### config.mk
export PLATFORM = sky130hd
export DESIGN_NAME = bcbr_exec
export DESIGN_NICKNAME = d
export VERILOG_FILES = /design/src/verilog/bcbr_pkg.sv /design/src/verilog/bcbr_phase_if.sv /design/src/verilog/bcbr_qgen.sv /design/src/verilog/bcbr_exec.sv
export VERILOG_INCLUDE_DIRS = /design/src /design/src/verilog
export SDC_FILE = /design/constraint.sdc
export NUM_CORES = 1
export LEC_CHECK = 0
export CAP_MARGIN = 20
export CORE_UTILIZATION = 51
export CTS_CLUSTER_DIAMETER = 30
export DETAILED_ROUTE_END_ITERATION = 10
export DONT_BUFFER_PORTS = 1
export PLACE_DENSITY_LB_ADDON = 0.1
export SKIP_LAST_GASP = 1
export SYNTH_ARGS = -nofsm -noshare
export SYNTH_HDL_FRONTEND = slang
export SYNTH_SLANG_ARGS = --single-unit
### constraint.sdc
create_clock -name clk_sys -period 3.25 [get_ports clk_sys]
set_input_delay 0.65 -clock clk_sys [delete_from_list [all_inputs] [get_ports clk_sys]]
set_output_delay 0.65 -clock clk_sys [all_outputs]
set_load 0.05 [all_outputs]
### src/verilog/bcbr_defines.svh
// constants for the branch, call, bit-set and reset executor
`ifndef BCBR_DEFINES_SVH
`define BCBR_DEFINES_SVH
`define BCBR_PC_W        21
`define BCBR_OPC_JMP     4'hD
`define BCBR_OPC_BSET    4'h8
`define BCBR_RESET_WORD  16'h00FF
`define BCBR_OFF_MSB     10
`define BCBR_CALL_BIT    11
`define BCBR_PC_STEP     21'h000002
`define BCBR_PC_RESET    21'h000000
`define BCBR_Q_LAST      2'h3
`define BCBR_Q_FIRST     2'h0
`define BCBR_Q_DECODE    2'h0
`define BCBR_Q_READ      2'h1
`define BCBR_Q_WRITE     2'h3
`define BCBR_Q_PROC      2'h2
`define BCBR_OPC_MSB     15
`define BCBR_OPC_LSB     12
`define BCBR_BIT_MSB     11
`define BCBR_BIT_LSB     9
`define BCBR_BANK_BIT    8
`define BCBR_F_MSB       7
`endif

### src/verilog/bcbr_pkg.sv
// types for the branch, call, bit-set and reset executor
package bcbr_pkg;
  typedef enum logic [1:0] {
    BCBR_ST_EXEC  = 2'b00,
    BCBR_ST_FLUSH = 2'b01
  } bcbr_state_t;
  typedef enum logic [2:0] {
    BCBR_OP_NONE  = 3'b000,
    BCBR_OP_BRA   = 3'b001,
    BCBR_OP_CALL  = 3'b010,
    BCBR_OP_BSET  = 3'b011,
    BCBR_OP_RESET = 3'b100
  } bcbr_op_t;
endpackage

### src/verilog/bcbr_phase_if.sv
// quarter-phase signals shared between the sequencer and the executor
`timescale 1ns/100ps
interface bcbr_phase_if;
  logic [1:0] q_phase;
  logic       cyc_end;
  modport gen (output q_phase, output cyc_end);
  modport use_p (input q_phase, input cyc_end);
endinterface

### src/verilog/bcbr_qgen.sv
// quarter-phase sequencer: four clocks per instruction cycle
`timescale 1ns/100ps
`include "bcbr_defines.svh"
module bcbr_qgen (
  input  wire logic clk_sys,
  input  wire logic arst_n,
  bcbr_phase_if.gen ph
);
  logic [1:0] q_reg;
  always_ff @(posedge clk_sys or negedge arst_n) begin
    if (!arst_n) begin
      q_reg <= `BCBR_Q_FIRST;
    end else begin
      q_reg <= q_reg + 2'h1;
    end
  end
  assign ph.q_phase = q_reg;
  assign ph.cyc_end = (q_reg == `BCBR_Q_LAST);
  // a_phase_wrap
  a_phase_wrap: assert property (
    @(posedge clk_sys) disable iff (!arst_n)
    (q_reg == `BCBR_Q_LAST) |=> (q_reg == `BCBR_Q_FIRST) ##3
    (q_reg == `BCBR_Q_LAST))
    else $error("quarter phase does not wrap after four clocks");
endmodule // bcbr_qgen

### src/verilog/bcbr_exec.sv
// decode and execute for branch, call, bit-set and software reset
`timescale 1ns/100ps
`include "bcbr_defines.svh"
module bcbr_exec
  import bcbr_pkg::*;
(
  input  wire logic                  clk_sys,
  input  wire logic                  arst_n,
  input  wire logic                  master_clear_pin_n,
  input  wire logic [15:0]           instr_word,
  input  wire logic                  instr_valid,
  input  wire logic [7:0]            file_rdata,
  output logic      [`BCBR_PC_W-1:0] pc,
  output logic                       fetch_req,
  output logic      [7:0]            file_addr,
  output logic                       file_rd,
  output logic                       file_access_bank,
  output logic                       file_we,
  output logic      [7:0]            file_wdata,
  output logic                       stack_push,
  output logic      [`BCBR_PC_W-1:0] top_of_return_stack,
  output logic                       soft_reset,
  output logic      [1:0]            q_phase,
  output logic                       flush_cycle
);
  bcbr_phase_if ph ();
  bcbr_qgen u_qgen (
    .clk_sys (clk_sys),
    .arst_n  (arst_n),
    .ph      (ph)
  );

  function automatic logic [`BCBR_PC_W-1:0] rel_target(
    input logic [`BCBR_PC_W-1:0] base,
    input logic [15:0]           iw
  );
    logic [`BCBR_PC_W-1:0] off;
    off = {{(`BCBR_PC_W-`BCBR_OFF_MSB-2){iw[`BCBR_OFF_MSB]}},
           iw[`BCBR_OFF_MSB:0], 1'b0};
    rel_target = base + `BCBR_PC_STEP + off;
  endfunction

  function automatic bcbr_op_t decode(input logic [15:0] iw);
    if (iw == `BCBR_RESET_WORD)
      decode = BCBR_OP_RESET;
    else if (iw[`BCBR_OPC_MSB:`BCBR_OPC_LSB] == `BCBR_OPC_JMP)
      decode = iw[`BCBR_CALL_BIT] ? BCBR_OP_CALL : BCBR_OP_BRA;
    else if (iw[`BCBR_OPC_MSB:`BCBR_OPC_LSB] == `BCBR_OPC_BSET)
      decode = BCBR_OP_BSET;
    else
      decode = BCBR_OP_NONE;
  endfunction

  bcbr_state_t           state_reg;
  bcbr_op_t              op_reg;
  logic [15:0]           iw_reg;
  logic [`BCBR_PC_W-1:0] pc_reg;
  logic [`BCBR_PC_W-1:0] tos_reg;
  logic                  push_reg;
  logic                  fetch_reg;
  logic                  rd_reg;
  logic                  we_reg;
  logic [7:0]            wdata_reg;
  logic                  srst_reg;
  logic [1:0]            q_reg;
  logic                  flush_reg;
  logic                  bank_reg;
  // master clear and the reset instruction share one restore path
  logic                  master_clear_pin_hit;

  assign master_clear_pin_hit = !master_clear_pin_n || srst_reg;

  // latch the word at decode; bus holds it only during the first quarter
  always_ff @(posedge clk_sys or negedge arst_n) begin
    if (!arst_n) begin
      iw_reg <= 16'h0000;
      op_reg <= BCBR_OP_NONE;
    end else if (master_clear_pin_hit) begin
      iw_reg <= 16'h0000;
      op_reg <= BCBR_OP_NONE;
    end else if (ph.q_phase == `BCBR_Q_DECODE) begin
      if (instr_valid && state_reg == BCBR_ST_EXEC) begin
        iw_reg <= instr_word;
        op_reg <= decode(instr_word);
      end else begin
        op_reg <= BCBR_OP_NONE;
      end
    end
  end

  always_ff @(posedge clk_sys or negedge arst_n) begin
    if (!arst_n) begin
      state_reg <= BCBR_ST_EXEC;
      flush_reg <= 1'b0;
    end else if (master_clear_pin_hit) begin
      state_reg <= BCBR_ST_EXEC;
      flush_reg <= 1'b0;
    end else if (ph.cyc_end) begin
      case (state_reg)
        BCBR_ST_EXEC: begin
          if (op_reg == BCBR_OP_BRA || op_reg == BCBR_OP_CALL) begin
            state_reg <= BCBR_ST_FLUSH;
            flush_reg <= 1'b1;
          end
        end
        BCBR_ST_FLUSH: begin
          state_reg <= BCBR_ST_EXEC;
          flush_reg <= 1'b0;
        end
        default: begin
          state_reg <= BCBR_ST_EXEC;
          flush_reg <= 1'b0;
        end
      endcase
    end
  end

  always_ff @(posedge clk_sys or negedge arst_n) begin
    if (!arst_n) begin
      tos_reg  <= `BCBR_PC_RESET;
      push_reg <= 1'b0;
    end else if (master_clear_pin_hit) begin
      tos_reg  <= `BCBR_PC_RESET;
      push_reg <= 1'b0;
    end else if (ph.q_phase == `BCBR_Q_READ && op_reg == BCBR_OP_CALL &&
                 state_reg == BCBR_ST_EXEC) begin
      tos_reg  <= pc_reg + `BCBR_PC_STEP;
      push_reg <= 1'b1;
    end else begin
      push_reg <= 1'b0;
    end
  end

  // pc written in the last quarter
  always_ff @(posedge clk_sys or negedge arst_n) begin
    if (!arst_n) begin
      pc_reg    <= `BCBR_PC_RESET;
      fetch_reg <= 1'b0;
    end else if (master_clear_pin_hit) begin
      pc_reg    <= `BCBR_PC_RESET;
      fetch_reg <= 1'b0;
    end else if (ph.cyc_end) begin
      fetch_reg <= 1'b1;
      if ((op_reg == BCBR_OP_BRA || op_reg == BCBR_OP_CALL) &&
          state_reg == BCBR_ST_EXEC)
        pc_reg <= rel_target(pc_reg, iw_reg);
      else if (state_reg == BCBR_ST_EXEC)
        pc_reg <= pc_reg + `BCBR_PC_STEP;
    end else begin
      fetch_reg <= 1'b0;
    end
  end

  // read, set bit, write back; no flags touched
  always_ff @(posedge clk_sys or negedge arst_n) begin
    if (!arst_n) begin
      rd_reg    <= 1'b0;
      we_reg    <= 1'b0;
      wdata_reg <= 8'h00;
      bank_reg  <= 1'b0;
    end else if (master_clear_pin_hit) begin
      rd_reg    <= 1'b0;
      we_reg    <= 1'b0;
      wdata_reg <= 8'h00;
      bank_reg  <= 1'b0;
    end else begin
      // strobe on the decode edge itself, so data is back by the process
      // quarter; op_reg still holds the previous word at that edge
      rd_reg   <= (ph.q_phase == `BCBR_Q_DECODE) && instr_valid &&
                  (state_reg == BCBR_ST_EXEC) &&
                  (decode(instr_word) == BCBR_OP_BSET);
      bank_reg <= iw_reg[`BCBR_BANK_BIT];
      we_reg   <= (op_reg == BCBR_OP_BSET) &&
                  (ph.q_phase == `BCBR_Q_PROC);
      if (op_reg == BCBR_OP_BSET && ph.q_phase == `BCBR_Q_PROC)
        wdata_reg <= file_rdata |
                     (8'h01 << iw_reg[`BCBR_BIT_MSB:`BCBR_BIT_LSB]);
    end
  end

  always_ff @(posedge clk_sys or negedge arst_n) begin
    if (!arst_n) begin
      srst_reg <= 1'b0;
    end else begin
      srst_reg <= !srst_reg && op_reg == BCBR_OP_RESET &&
                  ph.q_phase == `BCBR_Q_READ;
    end
  end

  always_ff @(posedge clk_sys or negedge arst_n) begin
    if (!arst_n) begin
      q_reg <= `BCBR_Q_FIRST;
    end else begin
      q_reg <= ph.q_phase;
    end
  end

  assign pc                  = pc_reg;
  assign fetch_req           = fetch_reg;
  assign file_addr           = iw_reg[`BCBR_F_MSB:0];
  assign file_rd             = rd_reg;
  assign file_access_bank    = bank_reg;
  assign file_we             = we_reg;
  assign file_wdata          = wdata_reg;
  assign stack_push          = push_reg;
  assign top_of_return_stack = tos_reg;
  assign soft_reset          = srst_reg;
  assign q_phase             = q_reg;
  assign flush_cycle         = flush_reg;

  a_call_push_val: assert property (
    @(posedge clk_sys) disable iff (!arst_n)
    $rose(push_reg) |-> tos_reg == $past(pc_reg) + `BCBR_PC_STEP)
    else $error("pushed return address is not pc plus two");
  a_call_push_first: assert property (
    @(posedge clk_sys) disable iff (!arst_n || master_clear_pin_hit)
    push_reg |-> (pc_reg == $past(pc_reg)) ##[1:3] fetch_reg)
    else $error("pc changed before the push");
  a_flush_two_cyc: assert property (
    @(posedge clk_sys) disable iff (!arst_n || master_clear_pin_hit)
    $rose(flush_reg) |-> flush_reg [*4] ##1 !flush_reg)
    else $error("branch or call second cycle is not one cycle");
  a_flush_no_push: assert property (
    @(posedge clk_sys) disable iff (!arst_n)
    flush_reg |-> !push_reg && !we_reg && !rd_reg)
    else $error("activity during the idle cycle");
  a_bset_write: assert property (
    @(posedge clk_sys) disable iff (!arst_n)
    $rose(we_reg) |-> wdata_reg == ($past(file_rdata) |
      (8'h01 << iw_reg[`BCBR_BIT_MSB:`BCBR_BIT_LSB])))
    else $error("bit set result wrong");
  a_bset_seq: assert property (
    @(posedge clk_sys) disable iff (!arst_n)
    $rose(rd_reg) |-> ##2 we_reg)
    else $error("bit set write does not follow read");
  a_srst_clear: assert property (
    @(posedge clk_sys) disable iff (!arst_n)
    srst_reg |=> pc_reg == `BCBR_PC_RESET && !srst_reg)
    else $error("reset instruction did not restore state");
  a_rel_target: assert property (
    @(posedge clk_sys) disable iff (!arst_n)
    (ph.cyc_end && !master_clear_pin_hit && state_reg == BCBR_ST_EXEC &&
     (op_reg == BCBR_OP_BRA || op_reg == BCBR_OP_CALL)) |=>
    pc_reg == $past(pc_reg) + `BCBR_PC_STEP +
      {{(`BCBR_PC_W-`BCBR_OFF_MSB-2){$past(iw_reg[`BCBR_OFF_MSB])}},
       $past(iw_reg[`BCBR_OFF_MSB:0]), 1'b0})
    else $error("relative target wrong");
endmodule // bcbr_exec

==> results of run 1 <==
final cells by class:
class | count | area [um2]
inverter | 18 | 67.6
multi-input combinational | 399 | 2690
clock buffer | 10 | 138
tap | 108 | 135
timing repair buffer | 50 | 395
clock inverter | 5 | 31.3
fill | 810 | 3490
sequential | 74 | 1870
metrics by stage:
stage                     hold WS, ps  area [um2]  power (mW)  std cells  setup WS (ps)
after global placement            356        5010        1.10        643           93.7
after CTS                         190        5210        1.78        659           64.9
final                             182        5320        1.76        664            105
after floorplan                   354        4730        1.07        523           -114
after global routing              193        5320        1.82        664          -86.7
after detailed placement          356        5010        1.10        643           75.0
worst max path at each step:
stage	slack (ps)	startpoint	endpoint
after floorplan	-110	pc[4]$_DFFE_PN0P_	pc[20]$_DFFE_PN0P_
after global placement	90	pc[3]$_DFFE_PN0P_	pc[15]$_DFFE_PN0P_
after detailed placement	70	pc[6]$_DFFE_PN0P_	pc[15]$_DFFE_PN0P_
after CTS	60	pc[6]$_DFFE_PN0P_	pc[15]$_DFFE_PN0P_
after global routing	-90	pc[1]$_DFFE_PN0P_	pc[20]$_DFFE_PN0P_
final	110	pc[1]$_DFFE_PN0P_	pc[20]$_DFFE_PN0P_
cell usage after synthesis, drive strengths merged (14+ instances only):
cell type,instances
nand2,60
nand3,14
mux2i,17
nor2,50
a21oi,47
clkbuf,19
xnor2,20
ha,26
xor2,15
inv,18
dfrtp,74
o21ai,31
report_power, final:
group | leakage (nW) | switching [mW] | total, mW | internal (mW)
sequential | 1.00 | 0.0261 | 0.954 | 0.928
combinational | 1.33 | 0.101 | 0.150 | 0.0485
clock | 0.0879 | 0.368 | 0.660 | 0.291
total | 2.42 | 0.496 | 1.76 | 1.27
metal layers:
| metal | GRT usage (%) | wire [um] |
|---|---|---|
| met5 | 0 | 0 |
| met4 | 9.79 | 214 |
| met3 | 6.08 | 728 |
| met2 | 43.3 | 5910 |
| met1 | 38.2 | 5950 |
logic make-up after synthesis:
family | count (synthesis) | share of synthesized area (%)
simple gates | 184 | 19.8
compound gates | 132 | 17.3
mux | 19 | 4.11
xor+xnor | 35 | 6.54
buf+inv | 50 | 5.29
fa+ha+maj | 27 | 7.37
other cells | 1 | 0.0800
flops | 74 | 39.5
repair_timing:
| action | in CTS | in global routing |
|---|---|---|
| hold buffers | 1 | 0 |
| gates resized for setup | 0 | 14 |
| setup endpoints to repair | 0 | 7 |
| setup buffers | 0 | 5 |
| hold endpoints to repair | 74 | 0 |
==> flow_summary_export.csv, run 1 <==
group,metric,value,unit
detailed_routing,drtIter0Drc,230,
critical_path,cp.arrival,3390,ps
place,port_buffers,0,
clock_tree,cts_tree,"built",
sta,rsz0062_at_grt,"true",
synthesis,syn_area,4690,um2
floorplanning,die-area,9570,um2
sta,timing.final.crit_share,96.8,%
floorplanning,coreArea,8810,um2
global_routing,grtUsageTotal,27.8,%
critical_path,path_depth,14,
sta,period_needed,3140,ps
detailed_routing,drc,6,
critical_path,end_kind,"register",
critical_path,critPathKind,"register to register",
synthesis,synth_edf_count,0,
synthesis,synth-seq-area-share,39.5,%
layout,drive_gt1_share,19.1,%
synthesis,ys_seq_elements,74,
critical_path,max_stage_delay,410,ps
sta,worst_slew_pin_slew,756,ps
critical_path,cp_num_buf_inv,1,
synthesis,synthCells,522,
power_and_ir_drop,max-vdd-ir-drop,191,uV
sta,fmax,318,MHz
job,maxCapViolations,0,
synthesis,netlist.area_leader.share,39.5,%
sta,drv_slew,0,
layout,layout.nets,607,
synthesis,synth_cell_types,56,
synthesis,yosysWarnings,0,
sta,setup_viol,0,
power_and_ir_drop,powerDensity,332,nW/um2
sta,maxSlewHeadroom,49.6,%
global_routing,grt_pass1_wl,20500,um
detailed_routing,wl_per_cell,19.3,um
global_routing,antenna_found_initial,0,
detailed_routing,ant_nets,0,
synthesis,synth.largest_area_cell,"dfrtp_1",
critical_path,crit_chain,"ha_4, nand2_2, nor4_4, buf_4, nand2_1, xnor2_2, ha_4, a21o_1, a31o_2, o21bai_1, a21oi_1, o41ai_1, a21oi_1, mux2_2",
hold_path,hp-class,"primary input to async pin",
floorplanning,rows,34,
critical_path,r2r_start,"pc[1]$_DFFE_PN0P_",
clock_tree,htreeDepth,3,
floorplanning,die_h,97.9,um
clock_tree,clk_path_buf_depth,2,
synthesis,synthArstFlopShare,100,%
clock_tree,cts.sinks,74,
synthesis,synth_area_leaders,"dfrtp_1, ha_1, a21oi_1",
detailed_routing,via_per_inst,5.98,
layout,area_growth,13.5,%
global_routing,grt-ovfl-total,0,
critical_path,cp_slowest_cell,"dfrtp_2",
clock_tree,cts.clk_slew.worst_paths,90,ps
clock_tree,cts_root_buf,"clkbuf_8",
sta,setup_tns,0,ps
layout,layout_common_cells,"dfrtp_1, nand2_1, buf_4",
global_routing,grt_max_degree,75,
floorplanning,start_util,53.2,%
sta,fin_skew,13.3,ps
floorplanning,num_io_pins,95,
critical_path,crit_family,"compound AO/OA/AOI/OAI gates",
status,status,"finished with violations",
clock_tree,numCtsBuffers,9,
synthesis,syn_avg_cell_area,8.98,um2
layout,diodes,0,
critical_path,cp_max_fo,6,
place,dp_hpwl,9130,um
critical_path,required,3500,ps
detailed_routing,num_vias,3969,
clock_tree,clock_latency,360,ps
layout,fin_util,60.4,%
critical_path,reg2reg_depth,14,
status,violations,"DRC",
critical_path,r2r_slack,110,ps
floorplanning,dieWidth,97.9,um
critical_path,cp-start-kind,"register",
detailed_routing,drt-total-wl,12800,um
global_routing,grt_pass1_vias,3917,
synthesis,synth-main-ff-cell,"dfrtp_1",
critical_path,reg2reg_to,"pc[20]$_DFFE_PN0P_",
place,place.gp.congestion,0.864,
sta,hold_viol,0,
power_and_ir_drop,p_leak,2.42,nW
detailed_routing,drt_pre_antenna_iters,8,
layout,final_common_cell,"dfrtp_1",
Power figures use the tool's default switching activity.
==> run 2, diff against run 1 <==
Settings changed: ABC_AREA set to 1.
==> run 2 against run 1 <==
Against the previous run: the flow now finishes without violations; worst hold slack better by 9.2 ps; die area up 4.2%; combinational power about the same; global-route usage about the same; cell count up 25%; sequential cell count unchanged; critical path type unchanged; highest routed layer unchanged.
==> flow_summary_export.csv, run 2 <==
group,metric,value,unit
status,status,"finished clean",
floorplanning,coreArea,9240,um2
layout,seq_area,1850,um2
clock_tree,clock_latency,350,ps
critical_path,cp.arrival,3130,ps
clock_tree,numCtsBuffers,9,
detailed_routing,drc,0,
clock_tree,htreeDepth,3,
synthesis,synth_simple_gate_area_share,28.6,%
clock_tree,cts_hold_buffers,1,
synthesis,ys_seq_elements,74,
detailed_routing,drt_pre_antenna_iters,4,
power_and_ir_drop,p_int,1.42,mW
power_and_ir_drop,fin_total_pwr,1.90,mW
clock_tree,clk_path_buf_depth,2,
clock_tree,cts.clk_slew.worst_paths,80,ps
critical_path,reg2reg_depth,16,
synthesis,netlist.area_leader.share,37.9,%
place,dp_hpwl,10200,um
sta,worst_slew_pin_slew,836,ps
power_and_ir_drop,pwr-share-seq,50.3,%
sta,hold_viol,0,
power_and_ir_drop,p_leak,2.76,nW
synthesis,synth-xor-area-share,2.48,%
critical_path,cp-start-kind,"register",
clock_tree,cts_root_buf,"clkbuf_8",
sta,setup_tns,0,ps
critical_path,r2r_slack,360,ps
synthesis,synth_edf_count,0,
synthesis,synth_top_family_by_area,"simple AND/OR/NAND/NOR gates",
sta,period_needed,2890,ps
detailed_routing,drt-total-wl,13000,um
layout,drive_gt1_share,10.1,%
sta,maxSlewHeadroom,44.2,%
global_routing,antenna_found_initial,0,
layout,multi_input_area,2520,um2
critical_path,cp_max_fo,5,
global_routing,grt-ovfl-total,0,
synthesis,synthArstFlopShare,100,%
power_and_ir_drop,powerDensity,352,nW/um2
layout,final.fill_count,866,
sta,rsz0062_at_grt,"false",
layout,diodes,0,
floorplanning,die_h,99.9,um
synthesis,synth.area.mux_share,0,%
synthesis,syn_area,4880,um2
floorplanning,die-area,9970,um2
clock_tree,cts_tree,"built",
critical_path,required,3490,ps
synthesis,synthCells,677,
detailed_routing,num_vias,4468,
global_routing,grt_max_degree,75,
layout,area_growth,10.4,%
floorplanning,num_io_pins,95,
synthesis,yosysWarnings,0,
synthesis,synth_area_leaders,"dfrtp_1, nand2_1, inv_1",
sta,timing.final.crit_share,88.9,%
detailed_routing,via_per_inst,5.37,
synthesis,ys_top_cells_by_count,"nand2_1, inv_1, dfrtp_1",
critical_path,crit_start,"pc[5]$_DFFE_PN0P_",
layout,final_common_cell,"nand2_1",
layout,layout_common_cells,"nand2_1, inv_1, dfrtp_1",
detailed_routing,drtIter0Drc,248,
floorplanning,rows,35,
clock_tree,post_cts_buffers,0,
synthesis,post-synth-top-count-cell,"nand2_1",
detailed_routing,wl_per_cell,15.6,um
power_and_ir_drop,p_clk_share,42.0,%
place,pre_cts_ws,380,ps
floorplanning,start_util,52.9,%
power_and_ir_drop,max-vdd-ir-drop,225,uV
global_routing,grtUsageTotal,27.8,%
synthesis,synth.largest_area_cell,"dfrtp_1",
power_and_ir_drop,p_sw_share,25.2,%
hold_path,hp-class,"primary input to async pin",
critical_path,critPathKind,"register to register",
critical_path,r2r_start,"pc[5]$_DFFE_PN0P_",
power_and_ir_drop,combPwrFrac,7.7,%
power_and_ir_drop,p_sw,478,uW
critical_path,reg2reg_to,"pc[20]$_DFFE_PN0P_",
sta,setup_viol,0,
sta,fmax,346,MHz
sta,fin_skew,11.0,ps
detailed_routing,ant_nets,0,
sta,worst_slack,360,ps
sta,drv_slew,0,
global_routing,grt_pass1_wl,21400,um
layout,layout.nets,753,
clock_tree,cts-resized-gates,0,
synthesis,synth-seq-area-share,37.9,%
job,maxCapViolations,0,
synthesis,synth_cell_types,42,
global_routing,grt_pass1_vias,4315,
synthesis,syn_avg_cell_area,7.22,um2
floorplanning,dieWidth,99.9,um
synthesis,synth-compound-area-share,13.3,%
synthesis,synthAdderAreaFrac,7.07,%
critical_path,end_kind,"register",
place,place.gp.congestion,0.940,
layout,fin_util,58.4,%
synthesis,synth-main-ff-cell,"dfrtp_1",
clock_tree,cts.sinks,74,
place,port_buffers,0,
==> run 2: cell types whose count changed after synthesis, sizes merged, moves of 10 or more <==
cell and change:
nor2 +10, nand3 +42, mux2i -17, a21oi -17
inv +86, clkbuf -13, nand2 +123, o21ai +22
xnor2 -19
==> run 2: cells by family after synthesis <==
family / count (synthesis)
xor+xnor: 13
buf+inv: 126
simple gates: 322
fa+ha+maj: 27
flops: 74
other cells: 1
compound gates: 114
==> run 2: worst max path at each step <==
stage	end	slack, ps	cells past startpoint
after detailed placement	pc[20]$_DFFE_PN0P_	380	16
after CTS	pc[20]$_DFFE_PN0P_	360	16
after floorplan	pc[20]$_DFFE_PN0P_	300	20
after global routing	pc[20]$_DFFE_PN0P_	50	20
after global placement	pc[20]$_DFFE_PN0P_	420	16
final	pc[20]$_DFFE_PN0P_	360	16
==> run 2: final cells by class <==
cell class	count	area share [%]
clock buffer	12	2.69
clock inverter	4	1.39
inverter	105	7.31
multi-input combinational	478	46.7
sequential	74	34.3
tap	129	2.99
timing repair buffer	30	4.55
==> run 2: routing by layer <==
layer / vias up / global-route usage [%] / routed length [um]
met5: - / 0 / 0
met2: 163 / 43.9 / 5890
met3: 17 / 5.78 / 922
li1: 2229 / - / -
met4: 0 / 11.7 / 305
met1: 2059 / 37.2 / 5900
==> run 2: power groups by stage <==
| stage | registers [mW] | logic (mW) | clock network (mW) |
|---|---|---|---|
| 6_report | 0.956 | 0.147 | 0.798 |
| 3_5_place_dp | 0.974 | 0.125 | 0 |
| 5_1_grt | 0.957 | 0.165 | 0.856 |
| 3_3_place_gp | 0.974 | 0.124 | 0 |
| 4_1_cts | 0.955 | 0.148 | 0.820 |
| 2_1_floorplan | 0.964 | 0.109 | 0 |
==> run 2: through the flow <==
step	cells	hold WS, ps	instance area (um2)
6_report	832	191	5390
5_1_grt	832	194	5390
4_1_cts	832	187	5390
3_5_place_dp	815	356	5140
3_3_place_gp	815	356	5140
2_1_floorplan	678	354	4890
==> run 2: worst max-delay path, cell delays in order (launching register included) <==
cell and delay (ps):
dfrtp_1 400, inv_1 80, nor3_1 430, nand4_1 170, xor2_1 270, inv_1 80, ha_1 370, nand2_1 130
nor2_1 180, and2_1 170, nand3_1 80, nand3_1 110, inv_1 50, nand2_1 60, nand3_1 70, nand2_1 90
nand2_1 40
